$ cat src/rtl/cia_regs.vh
// Function
// - arbiter interrupt branches to supplied vector
// - supplied vector translated like any fetch
// - maskable taken only if level exceeds current
// - unmaskable request ignores both priority levels
// - switch active bank to requested bank
// - taking interrupt disables further maskable ones
// - internal controller has 32 request inputs
// - raise when allow, line and mask set
// - internal interrupt clears global allow bit
// - readable pending register shows pending lines
// - internal controller never selects shadow bank
// - trap instruction enters general exception handler
// - break instruction follows break processing
// - unimplemented instruction raises emulation exception
// - unmaskable accepted even during reset or break
`ifndef CIA_REGS_VH
`define CIA_REGS_VH

// ----------------------------------------------------------------
// register offsets
// ----------------------------------------------------------------
`define CIA_OFS_STATUS   4'h0
`define CIA_OFS_MASK     4'h1
`define CIA_OFS_PENDING  4'h2
`define CIA_OFS_TAKEN    4'h3
`define CIA_OFS_CAUSE    4'h4
`define CIA_OFS_CONFIG   4'h5

// ----------------------------------------------------------------
// status fields
// ----------------------------------------------------------------
`define CIA_ST_ALLOW     0
`define CIA_ST_LVL_LO    1
`define CIA_ST_LVL_HI    6
`define CIA_ST_BANK_LO   10
`define CIA_ST_BANK_HI   15
`define CIA_ST_PBANK_LO  16
`define CIA_ST_PBANK_HI  21
`define CIA_ST_EXC       22
`define CIA_ST_BRK       23
`define CIA_ST_RSTEXC    24

// ----------------------------------------------------------------
// config fields
// ----------------------------------------------------------------
`define CIA_CFG_EXTMODE  0
`define CIA_CFG_XLATE    1
`define CIA_CFG_SHADOW   2

// ----------------------------------------------------------------
// reset values
// ----------------------------------------------------------------
`define CIA_RST_STATUS   32'h01000000
`define CIA_RST_MASK     32'h00000000
`define CIA_RST_CONFIG   3'h0

// ----------------------------------------------------------------
// cause codes and vectors
// ----------------------------------------------------------------
`define CIA_CAUSE_NONE   5'h00
`define CIA_CAUSE_HWIRQ  5'h02
`define CIA_CAUSE_TRAP   5'h03
`define CIA_CAUSE_UNIMP  5'h04
`define CIA_CAUSE_BREAK  5'h1F
`define CIA_GEN_VECTOR   32'h00000020
`define CIA_BRK_VECTOR   32'h00000040

`endif

$ cat src/rtl/cia_sync_lines.v
`timescale 1ns/1ps
module cia_sync_lines
(
	// clock and reset
	input  wire        clk,
	input  wire        resetn,
	// request lines
	input  wire [31:0] lines_in,
	input  wire [31:0] mask,
	// sampled view
	output reg  [31:0] pending,
	output reg         any_req
);

	wire [31:0] next_pending;
	genvar i;

	// ----------------------------------------------------------------
	// per line gating by mask
	// ----------------------------------------------------------------
	generate
		for (i = 0; i < 32; i = i + 1)
		begin : g_line
			assign next_pending[i] = lines_in[i] & mask[i];
		end
	endgenerate

	always @(posedge clk)
	begin
		if (!resetn)
		begin
			pending <= 32'h00000000;
			any_req <= 1'b0;
		end
		else
		begin
			pending <= next_pending;
			any_req <= |next_pending;
		end
	end

endmodule // cia_sync_lines

$ cat src/rtl/cia_top.v
`timescale 1ns/1ps
`include "cia_regs.vh"
module cia_top
(
	// clock and reset
	input  wire        CLK,
	input  wire        RESETN,
	// register port
	input  wire [3:0]  REG_ADDR,
	input  wire [31:0] REG_WDATA,
	input  wire        REG_WR,
	input  wire        REG_RD,
	output reg  [31:0] REG_RDATA,
	// internal controller request lines
	input  wire [31:0] REQUEST_LINES,
	// outside arbiter
	input  wire        ARB_REQ,
	input  wire [31:0] HANDLER_VECTOR_REQUEST,
	input  wire [5:0]  REQUESTED_PRIORITY_LEVEL,
	input  wire [5:0]  REQUESTED_SHADOW_BANK,
	input  wire        UNMASKABLE_REQUEST_FLAG,
	// pipeline
	input  wire        INSTR_BOUNDARY,
	input  wire        TRAP_EXEC,
	input  wire        BREAK_EXEC,
	input  wire        UNIMP_EXEC,
	input  wire        HW_BREAK,
	input  wire        EXC_RETURN,
	// redirect
	output reg         TAKE,
	output reg  [31:0] TARGET_PC,
	output reg         TARGET_VIRTUAL,
	output reg  [4:0]  CAUSE,
	output reg  [5:0]  ACTIVE_BANK,
	output reg         ARB_ACK
);

	// ----------------------------------------------------------------
	// state
	// ----------------------------------------------------------------
	reg  [31:0] status;
	reg  [31:0] mask;
	reg  [2:0]  config_bits;
	reg  [31:0] taken_count;
	reg         arb_req;
	reg  [31:0] arb_vec;
	reg  [5:0]  arb_lvl;
	reg  [5:0]  arb_bank;
	reg         arb_nmi;
	wire [31:0] pending;
	wire        any_req;

	wire        allow     = status[`CIA_ST_ALLOW];
	wire [5:0]  cur_lvl   = status[`CIA_ST_LVL_HI:`CIA_ST_LVL_LO];
	wire [5:0]  cur_bank  = status[`CIA_ST_BANK_HI:`CIA_ST_BANK_LO];
	wire        ext_mode  = config_bits[`CIA_CFG_EXTMODE];
	wire        shadow_on = config_bits[`CIA_CFG_SHADOW];

	// ----------------------------------------------------------------
	// register write decode
	// ----------------------------------------------------------------
	wire        wr_status = REG_WR & (REG_ADDR == `CIA_OFS_STATUS);
	wire        wr_mask   = REG_WR & (REG_ADDR == `CIA_OFS_MASK);
	wire        wr_config = REG_WR & (REG_ADDR == `CIA_OFS_CONFIG);

	// ----------------------------------------------------------------
	// internal controller lines
	// ----------------------------------------------------------------
	cia_sync_lines u_lines
	(
		.clk      (CLK),
		.resetn   (RESETN),
		.lines_in (REQUEST_LINES),
		.mask     (mask),
		.pending  (pending),
		.any_req  (any_req)
	);

	// ----------------------------------------------------------------
	// outside arbiter capture
	// ----------------------------------------------------------------
	always @(posedge CLK)
	begin
		if (!RESETN)
		begin
			arb_req  <= 1'b0;
			arb_vec  <= 32'h00000000;
			arb_lvl  <= 6'h00;
			arb_bank <= 6'h00;
			arb_nmi  <= 1'b0;
		end
		else
		begin
			arb_req  <= ARB_REQ;
			// fields only meaningful beside a request
			if (ARB_REQ)
			begin
				arb_vec  <= HANDLER_VECTOR_REQUEST;
				arb_lvl  <= REQUESTED_PRIORITY_LEVEL;
				arb_bank <= REQUESTED_SHADOW_BANK;
				arb_nmi  <= UNMASKABLE_REQUEST_FLAG;
			end
		end
	end

	// ----------------------------------------------------------------
	// take decision
	// ----------------------------------------------------------------
	wire ext_nmi  = ext_mode & arb_req & arb_nmi;
	wire ext_mask = ext_mode & arb_req & ~arb_nmi & allow
		& (arb_lvl > cur_lvl);
	wire int_irq  = ~ext_mode & allow & any_req;
	wire ext_take = ext_nmi | ext_mask;

	reg  [31:0] next_status;
	reg         next_take;
	reg  [31:0] next_target;
	reg         next_virtual;
	reg  [4:0]  next_cause;
	reg  [2:0]  next_src;

	// ----------------------------------------------------------------
	// source select, highest priority first
	// ----------------------------------------------------------------
	localparam SRC_NONE  = 3'h0;
	localparam SRC_BREAK = 3'h1;
	localparam SRC_ARB   = 3'h2;
	localparam SRC_INT   = 3'h3;
	localparam SRC_TRAP  = 3'h4;
	localparam SRC_UNIMP = 3'h5;

	always @*
	begin
		next_src = SRC_NONE;
		if (INSTR_BOUNDARY)
		begin
			if (BREAK_EXEC || HW_BREAK)
				next_src = SRC_BREAK;
			else if (ext_take)
				next_src = SRC_ARB;
			else if (int_irq)
				next_src = SRC_INT;
			else if (TRAP_EXEC)
				next_src = SRC_TRAP;
			else if (UNIMP_EXEC)
				next_src = SRC_UNIMP;
		end
	end

	// ----------------------------------------------------------------
	// status update and redirect
	// ----------------------------------------------------------------
	always @*
	begin
		next_status  = status;
		next_take    = 1'b0;
		next_target  = TARGET_PC;
		next_virtual = 1'b0;
		next_cause   = CAUSE;
		// software write, a take below overrides the fields it sets
		if (wr_status)
			next_status = REG_WDATA;
		// return clears exception flags only
		if (EXC_RETURN)
		begin
			next_status[`CIA_ST_EXC] = 1'b0;
			next_status[`CIA_ST_BRK] = 1'b0;
			next_status[`CIA_ST_RSTEXC] = 1'b0;
		end
		case (next_src)
			SRC_BREAK:
			begin
				next_take   = 1'b1;
				next_target = `CIA_BRK_VECTOR;
				next_cause  = `CIA_CAUSE_BREAK;
				next_status[`CIA_ST_ALLOW] = 1'b0;
				next_status[`CIA_ST_BRK] = 1'b1;
				next_status[`CIA_ST_PBANK_HI:`CIA_ST_PBANK_LO] = cur_bank;
				next_status[`CIA_ST_BANK_HI:`CIA_ST_BANK_LO] = 6'h00;
			end
			SRC_ARB:
			begin
				next_take    = 1'b1;
				next_target  = arb_vec;
				next_virtual = config_bits[`CIA_CFG_XLATE];
				next_cause   = `CIA_CAUSE_HWIRQ;
				next_status[`CIA_ST_ALLOW] = 1'b0;
				// unmaskable entry keeps the current level
				if (!arb_nmi)
					next_status[`CIA_ST_LVL_HI:`CIA_ST_LVL_LO] = arb_lvl;
				next_status[`CIA_ST_PBANK_HI:`CIA_ST_PBANK_LO] = cur_bank;
				if (shadow_on)
					next_status[`CIA_ST_BANK_HI:`CIA_ST_BANK_LO] = arb_bank;
			end
			SRC_INT:
			begin
				// no bank choice on internal entry
				next_take   = 1'b1;
				next_target = `CIA_GEN_VECTOR;
				next_cause  = `CIA_CAUSE_HWIRQ;
				next_status[`CIA_ST_ALLOW] = 1'b0;
				next_status[`CIA_ST_PBANK_HI:`CIA_ST_PBANK_LO] = cur_bank;
				next_status[`CIA_ST_BANK_HI:`CIA_ST_BANK_LO] = cur_bank;
			end
			SRC_TRAP:
			begin
				next_take   = 1'b1;
				next_target = `CIA_GEN_VECTOR;
				next_cause  = `CIA_CAUSE_TRAP;
				next_status[`CIA_ST_ALLOW] = 1'b0;
				next_status[`CIA_ST_EXC] = 1'b1;
				next_status[`CIA_ST_PBANK_HI:`CIA_ST_PBANK_LO] = cur_bank;
				next_status[`CIA_ST_BANK_HI:`CIA_ST_BANK_LO] = 6'h00;
			end
			SRC_UNIMP:
			begin
				next_take   = 1'b1;
				next_target = `CIA_GEN_VECTOR;
				next_cause  = `CIA_CAUSE_UNIMP;
				next_status[`CIA_ST_ALLOW] = 1'b0;
				next_status[`CIA_ST_EXC] = 1'b1;
				next_status[`CIA_ST_PBANK_HI:`CIA_ST_PBANK_LO] = cur_bank;
				next_status[`CIA_ST_BANK_HI:`CIA_ST_BANK_LO] = 6'h00;
			end
			default:
			begin
				next_virtual = 1'b0;
			end
		endcase
	end

	// ----------------------------------------------------------------
	// internal registers
	// ----------------------------------------------------------------
	always @(posedge CLK)
	begin
		if (!RESETN)
		begin
			status         <= `CIA_RST_STATUS;
			mask           <= `CIA_RST_MASK;
			config_bits    <= `CIA_RST_CONFIG;
			taken_count    <= 32'h00000000;
		end
		else
		begin
			status         <= next_status;
			if (next_take)
				taken_count <= taken_count + 32'h00000001;
			if (wr_mask)
				mask <= REG_WDATA;
			if (wr_config)
				config_bits <= REG_WDATA[2:0];
		end
	end

	// ----------------------------------------------------------------
	// redirect outputs
	// ----------------------------------------------------------------
	always @(posedge CLK)
	begin
		if (!RESETN)
		begin
			TAKE           <= 1'b0;
			TARGET_PC      <= 32'h00000000;
			TARGET_VIRTUAL <= 1'b0;
			CAUSE          <= `CIA_CAUSE_NONE;
			ACTIVE_BANK    <= 6'h00;
			ARB_ACK        <= 1'b0;
		end
		else
		begin
			TAKE           <= next_take;
			TARGET_PC      <= next_target;
			TARGET_VIRTUAL <= next_virtual;
			CAUSE          <= next_cause;
			ACTIVE_BANK    <= next_status[`CIA_ST_BANK_HI:`CIA_ST_BANK_LO];
			ARB_ACK        <= (next_src == SRC_ARB);
		end
	end

	// ----------------------------------------------------------------
	// register read, data one cycle after strobe
	// ----------------------------------------------------------------
	reg  [31:0] next_rdata;

	always @*
	begin
		next_rdata = 32'h00000000;
		if (REG_RD)
		begin
			case (REG_ADDR)
				`CIA_OFS_STATUS:  next_rdata = status;
				`CIA_OFS_MASK:    next_rdata = mask;
				`CIA_OFS_PENDING: next_rdata = pending;
				`CIA_OFS_TAKEN:   next_rdata = taken_count;
				`CIA_OFS_CAUSE:   next_rdata = {27'h0000000, CAUSE};
				`CIA_OFS_CONFIG:  next_rdata = {29'h00000000, config_bits};
				default:          next_rdata = 32'h00000000;
			endcase
		end
	end

	always @(posedge CLK)
	begin
		if (!RESETN)
			REG_RDATA <= 32'h00000000;
		else
			REG_RDATA <= next_rdata;
	end

endmodule // cia_top

$ cat config.mk
export PLATFORM = sky130hd
export DESIGN_NAME = cia_top
export DESIGN_NICKNAME = d
export VERILOG_FILES = /design/src/rtl/cia_sync_lines.v /design/src/rtl/cia_top.v
export VERILOG_INCLUDE_DIRS = /design/src /design/src/rtl
export SDC_FILE = /design/constraint.sdc
export NUM_CORES = 1
export LEC_CHECK = 0
export BUFFER_PORTS_ARGS = -buffer_cell sky130_fd_sc_hd__buf_2
export CELL_PAD_IN_SITES_DETAIL_PLACEMENT = 0
export CELL_PAD_IN_SITES_GLOBAL_PLACEMENT = 1
export CORE_ASPECT_RATIO = 1.5
export CORE_MARGIN = 3
export CORE_UTILIZATION = 44
export DETAILED_ROUTE_END_ITERATION = 10
export PLACE_DENSITY = 0.81
export RECOVER_POWER = 50
export SLEW_MARGIN = 30
export SYNTH_ARGS = -nofsm -noshare
export SYNTH_HDL_FRONTEND = slang
export SYNTH_SLANG_ARGS = --single-unit
export TNS_END_PERCENT = 20
$ cat constraint.sdc
create_clock -name CLK -period 7.27 [get_ports CLK]
set_clock_uncertainty 0.05 [all_clocks]
set_input_delay 1.454 -clock CLK [delete_from_list [all_inputs] [get_ports CLK]]
set_output_delay 1.454 -clock CLK [all_outputs]
set_load 0.02 [all_outputs]
# == After elaboration in Yosys (flattened, before gate mapping) ==
# Cells that the tools add are included.
# totals
output_inout_bits,78
reg_bits,256
romBits,0
ramBits,0
latchBits,0
n_memories,0
in_bits,124
# op_classes
reduce_logical,17
bitwise_logic,46
div_mod_pow,0
muxes,18
n_eq_ne,10
n_mul,0
add_sub_neg,1
order_cmp,1
n_shift,0
# op_table
cell,count
one-hot mux 32 bit (6 select lines),1
one-hot mux 32 bit (3 select lines),1
bitwise AND 1 bit,42
one-hot mux 12 bit (3 select lines),1
adder 32 x 1 -> 32 bit (second input constant),1
OR reduction 32 bit,1
2-to-1 mux 25 bit,1
2-to-1 mux 3 bit,7
one-hot mux 5 bit (4 select lines),1
2-to-1 mux 6 bit,3
nonzero test 3 bit,3
equality test 4 x 2 -> 1 bit (second input constant),2
equality test 4 x 3 -> 1 bit (second input constant),2
nonzero test 4 bit,2
equality test 3 x 2 -> 1 bit (second input constant),2
equality test 3 bit (second input constant),2
greater-than comparator 6 bit,1
OR reduction 3 bit,2
OR reduction 6 bit,1
OR reduction 5 bit,1
equality test 4 x 1 -> 1 bit (second input constant),1
zero test 4 bit,1
AND reduction 2 bit,2
OR reduction 2 bit,2
other kinds (6),10

# == Logic depth before layout (Yosys ltp) ==
# logic_depth
depth_word,11
depth_mapped,10

# == Hierarchy ==
# A second synthesis with hierarchy kept.
# hier_totals
cells_unflattened,1063
area_unflattened_um2,10053.4
# by_module_without_submodules
module,area_per_inst_um2,cells_per_inst,n_inst
cia_top,8996.1,974,1
cia_sync_lines,1057.3,89,1

# == Worst setup path before layout ==
# No wires, ideal clock.
# synth_path
path_kind,in2reg
startpoint,input HW_BREAK
endpoint,register taken_count[25]
t_arrival_ps,3221
required_ps,7150
stages,7
setup_time_ps,70
path_slack_ps,3929
path_cell_list,or3b_4 a311oi_4 o31a_4 o2111ai_4 buf_6 or4_1 a21oi_1
# synth_via
elab_chain_len,6
# synth_rtl
element,line,rtl
"start, declared",cia_top.v:27,"input wire HW_BREAK,"
logical OR 1 bit (*),cia_top.v:137,if (BREAK_EXEC || HW_BREAK)
2-to-1 mux 3 bit (*),cia_top.v:137,
2-to-1 mux 3 bit (*),cia_top.v:135,if (INSTR_BOUNDARY)
"equality test 3 x 2 -> 1 bit, or another cell as far along",cia_top.v:170,case (next_src)
OR reduction 5 bit (no source line) (*),-,
2-to-1 mux 1 bit (*),cia_top.v:170,
"end signal, assigned",cia_top.v:248,taken_count <= taken_count + 32'h00000001;
"end, declared",cia_top.v:44,reg [31:0] taken_count;
# Mark *: on every way between the ends. The rest lies on a longest branch, timed or not.
# A chain may end at the register's enable or synchronous reset.

# == Final worst setup path ==
# layout_path
startpoint,input RESETN
endpoint,register TARGET_PC[5]
# layout_lines
element,line,rtl
"start, declared",cia_top.v:7,"input wire RESETN,"
"end signal, assigned",cia_top.v:273,TARGET_PC <= next_target;
"end, declared",cia_top.v:31,"output reg [31:0] TARGET_PC,"
# No word-level cell between the ends.

==> reports/results.ini <==
[timing]
finalSetupViolations=0
worst_slack_ns=2.81
rsz0062_at_grt=no
fmax_ghz=0.224
timing.final.crit_share_pct=61.4
fin_hold_ws_ns=0.386
finalCriticalPeriod_ns=4.46
setup-tns-final_ns=0
hold_violations=0
slew_viol_final=123
slew-limit-headroom_pct=-120
tightest_slew_ns=3.30

[yosys]
synth_top_area_share_pct=50.9
synth_area_um2=9790
syn-instance-count=1075
synth-seq-cells=249
synthArstFlopShare_pct=0
yosysWarnings=0
synth_top_cell_by_area=dfxtp_1
ys.flop_type=dfxtp_1
syn-num-nets=1206
synthTopCellsByCount=249 x dfxtp_1, 186 x nand2_1, 112 x a21oi_1
postSynthAreaPerCell_um2=9.11
yosysMostFrequentCell=dfxtp_1
synth-edff-count=0
ys_seq_area_share_pct=50.9
synth_area_leaders=dfxtp_1 51%, nand2_1 7.1%, a21oi_1 5.7%, mux2i_1 4.7%, nor2_1 3.1%
synth_cell_types=60

[die]
dieArea_um2=24100
fp.dieH_um=189
initial_core_util_pct=44.9
io_pins=202
die_w_um=128
rows=66
core_area_um2=21800

[power]
power_switching_uw=647
swShare_pct=22.0
combPwrFrac_pct=5.8
p_seq_share_pct=48.1
power.share.clock_pct=46.1
p_int_mw=2.29
leakagePower_nw=4.46
cellPowerDensity_nw_per_um2=251
vdd_ir_drop_max_v=0.000170

[worst_setup_path]
startpoint_type=input pin
cp_max_fo=84
critPathCaptureType=flip-flop
crit_path_max_incr_delay_ns=1.52
crit_required_ns=7.64
crit_type=input pin to flip-flop
crit_family=buffers and inverters
crit_slowest_cell=clkbuf_1
worst-path-stages=4
arrival_ns=4.83
timing.rr.start=status[6]
r2r_cells=8
worstPathCellList=clkbuf_1, inv_4, buf_4, o31ai_1
crit_path_start=RESETN
cp_num_buf_inv=3

[placed_design]
port_buffers=201
dpl_worst_slack_ns=3.44
placedCellCount=1482
dp_hpwl_um=20800
routabilityCongestion=0.831
place_area_um2=10900

[drt]
drt_iter0_drc=605
drtAntennaViolNets=0
vias=8630
firstDrtPassIters=7
routed_wirelength_um=29900
vias_per_cell=5.67
wl_per_cell_um=19.6
remaining_drc_errors=0

[finish]
syn2layout_area_growth_pct=19.4
layout.nets=1367
diodes=0
fin_area_um2=11700
drive_gt1_share_pct=15.3
fillers=2153
final_cells=1523

[run_status]
outcome=finished with violations
violations=max-capacitance violations, max-slew violations

[clock_network]
cts_resized=0
postCtsSetupBuffers=0
cts_buffers=24
clock_latency_ns=0.52
htree_num_levels=1
cts_sinks=249
path_clk_slew_ns=0.06
cts_buffer_depth=3
cts_hold_buf=0
ctsRootBufferMaster=clkbuf_16
cts_tree=yes

[global_routing]
grtUsageTotal_pct=24.0
grt_overflow=0
grt_max_degree=85
grt_pass1_wl_um=46200
antenna_found_initial=5
first_global_vias=8460

[min_path]
hp-start=u_lines.pending[9]
hold_class=flip-flop to flip-flop
hold_path_depth=2

[run]
maxCapViolCount=3

[power groups by stage]
stage	registers [mW]	logic [mW]	clock network (mW)
after global routing	1.41	0.189	1.43
after global placement	1.44	0.168	0
after detailed placement	1.44	0.170	0
after floorplan	1.44	0.0904	0
final	1.41	0.171	1.35
after CTS	1.41	0.170	1.38
[cells by family (layout without fill, tap and decap cells)]
| group | Yosys count | after routing | synth area share, % |
|---|---|---|---|
| compound gates | 279 | 279 | 20.2 |
| xor+xnor | 8 | 8 | 0.716 |
| fa+ha+maj | 7 | 7 | 0.895 |
| buf+inv | 93 | 269 | 4.01 |
| flops | 249 | 249 | 50.9 |
| mux | 46 | 46 | 4.70 |
| simple gates | 393 | 393 | 18.5 |
[cell usage in the layout (no fill, tap or decap), types with 26 or more instances in the layout]
| master | Yosys | layout |
|---|---|---|
| a22o_1 | 34 | 34 |
| a222oi_1 | 29 | 29 |
| nand2_1 | 186 | 186 |
| nor2_1 | 80 | 80 |
| mux2i_1 | 46 | 46 |
| buf_2 | 8 | 122 |
| and3_1 | 37 | 35 |
| a22oi_1 | 26 | 26 |
| clkbuf_1 | 60 | 83 |
| a21oi_1 | 112 | 112 |
| dfxtp_1 | 249 | 249 |
[cell type report]
cell class | instances | area [um2] | area share (%)
Sequential cell | 249 | 4980 | 42.7
Timing Repair Buffer | 214 | 997 | 8.54
Multi-Input combinational cell | 733 | 4450 | 38.1
Clock inverter | 11 | 180 | 1.54
Clock buffer | 30 | 674 | 5.77
Tap cell | 272 | 340 | 2.91
Inverter | 14 | 55.1 | 0.471
[per-layer routing]
| metal | wire [um] | vias to the layer above | track usage [%] |
|---|---|---|---|
| met5 | 52 | - | 0 |
| met4 | 1340 | 10 | 10.5 |
| met3 | 1940 | 80 | 5.02 |
| met2 | 15100 | 307 | 42.1 |
| met1 | 11400 | 4040 | 27.9 |
| li1 | - | 4193 | - |
[through the flow]
| step | utilization, % | power [mW] |
|---|---|---|
| after global routing | 53.6 | 3.03 |
| after floorplan | - | 1.53 |
| after detailed placement | 50.2 | 1.61 |
| after CTS | 54.1 | 2.96 |
| final | 53.6 | 2.94 |
| after global placement | 50.1 | 1.61 |
[registers in the layout, indices dropped and copies added (netlist names), 32 cells and up]
| signal | cells |
|---|---|
| REG_RDATA | 32 |
| mask | 32 |
| TARGET_PC | 32 |
| arb_vec | 32 |
| taken_count | 32 |
| status | 32 |
| u_lines.pending | 32 |
[path summary, 6_finish.rpt]
path	end	slack (ns)
hold reg to reg	REG_RDATA[9]	0.39
setup / recovery	TARGET_PC[5]	2.81
hold / removal	REG_RDATA[9]	0.39
setup reg to reg	TARGET_PC[28]	4.07
[worst reg2reg max path: cells and delay by family (launching register included)]
kind	cells	cell delay [ns]
AOI/OAI and AO/OA	4	1.48
and+or+nand+nor	1	0.70
DFF	1	0.40
adders and majority gates	1	0.32
buffers and inverters	2	0.19
Note: power is estimated with default switching activity, not from simulation.
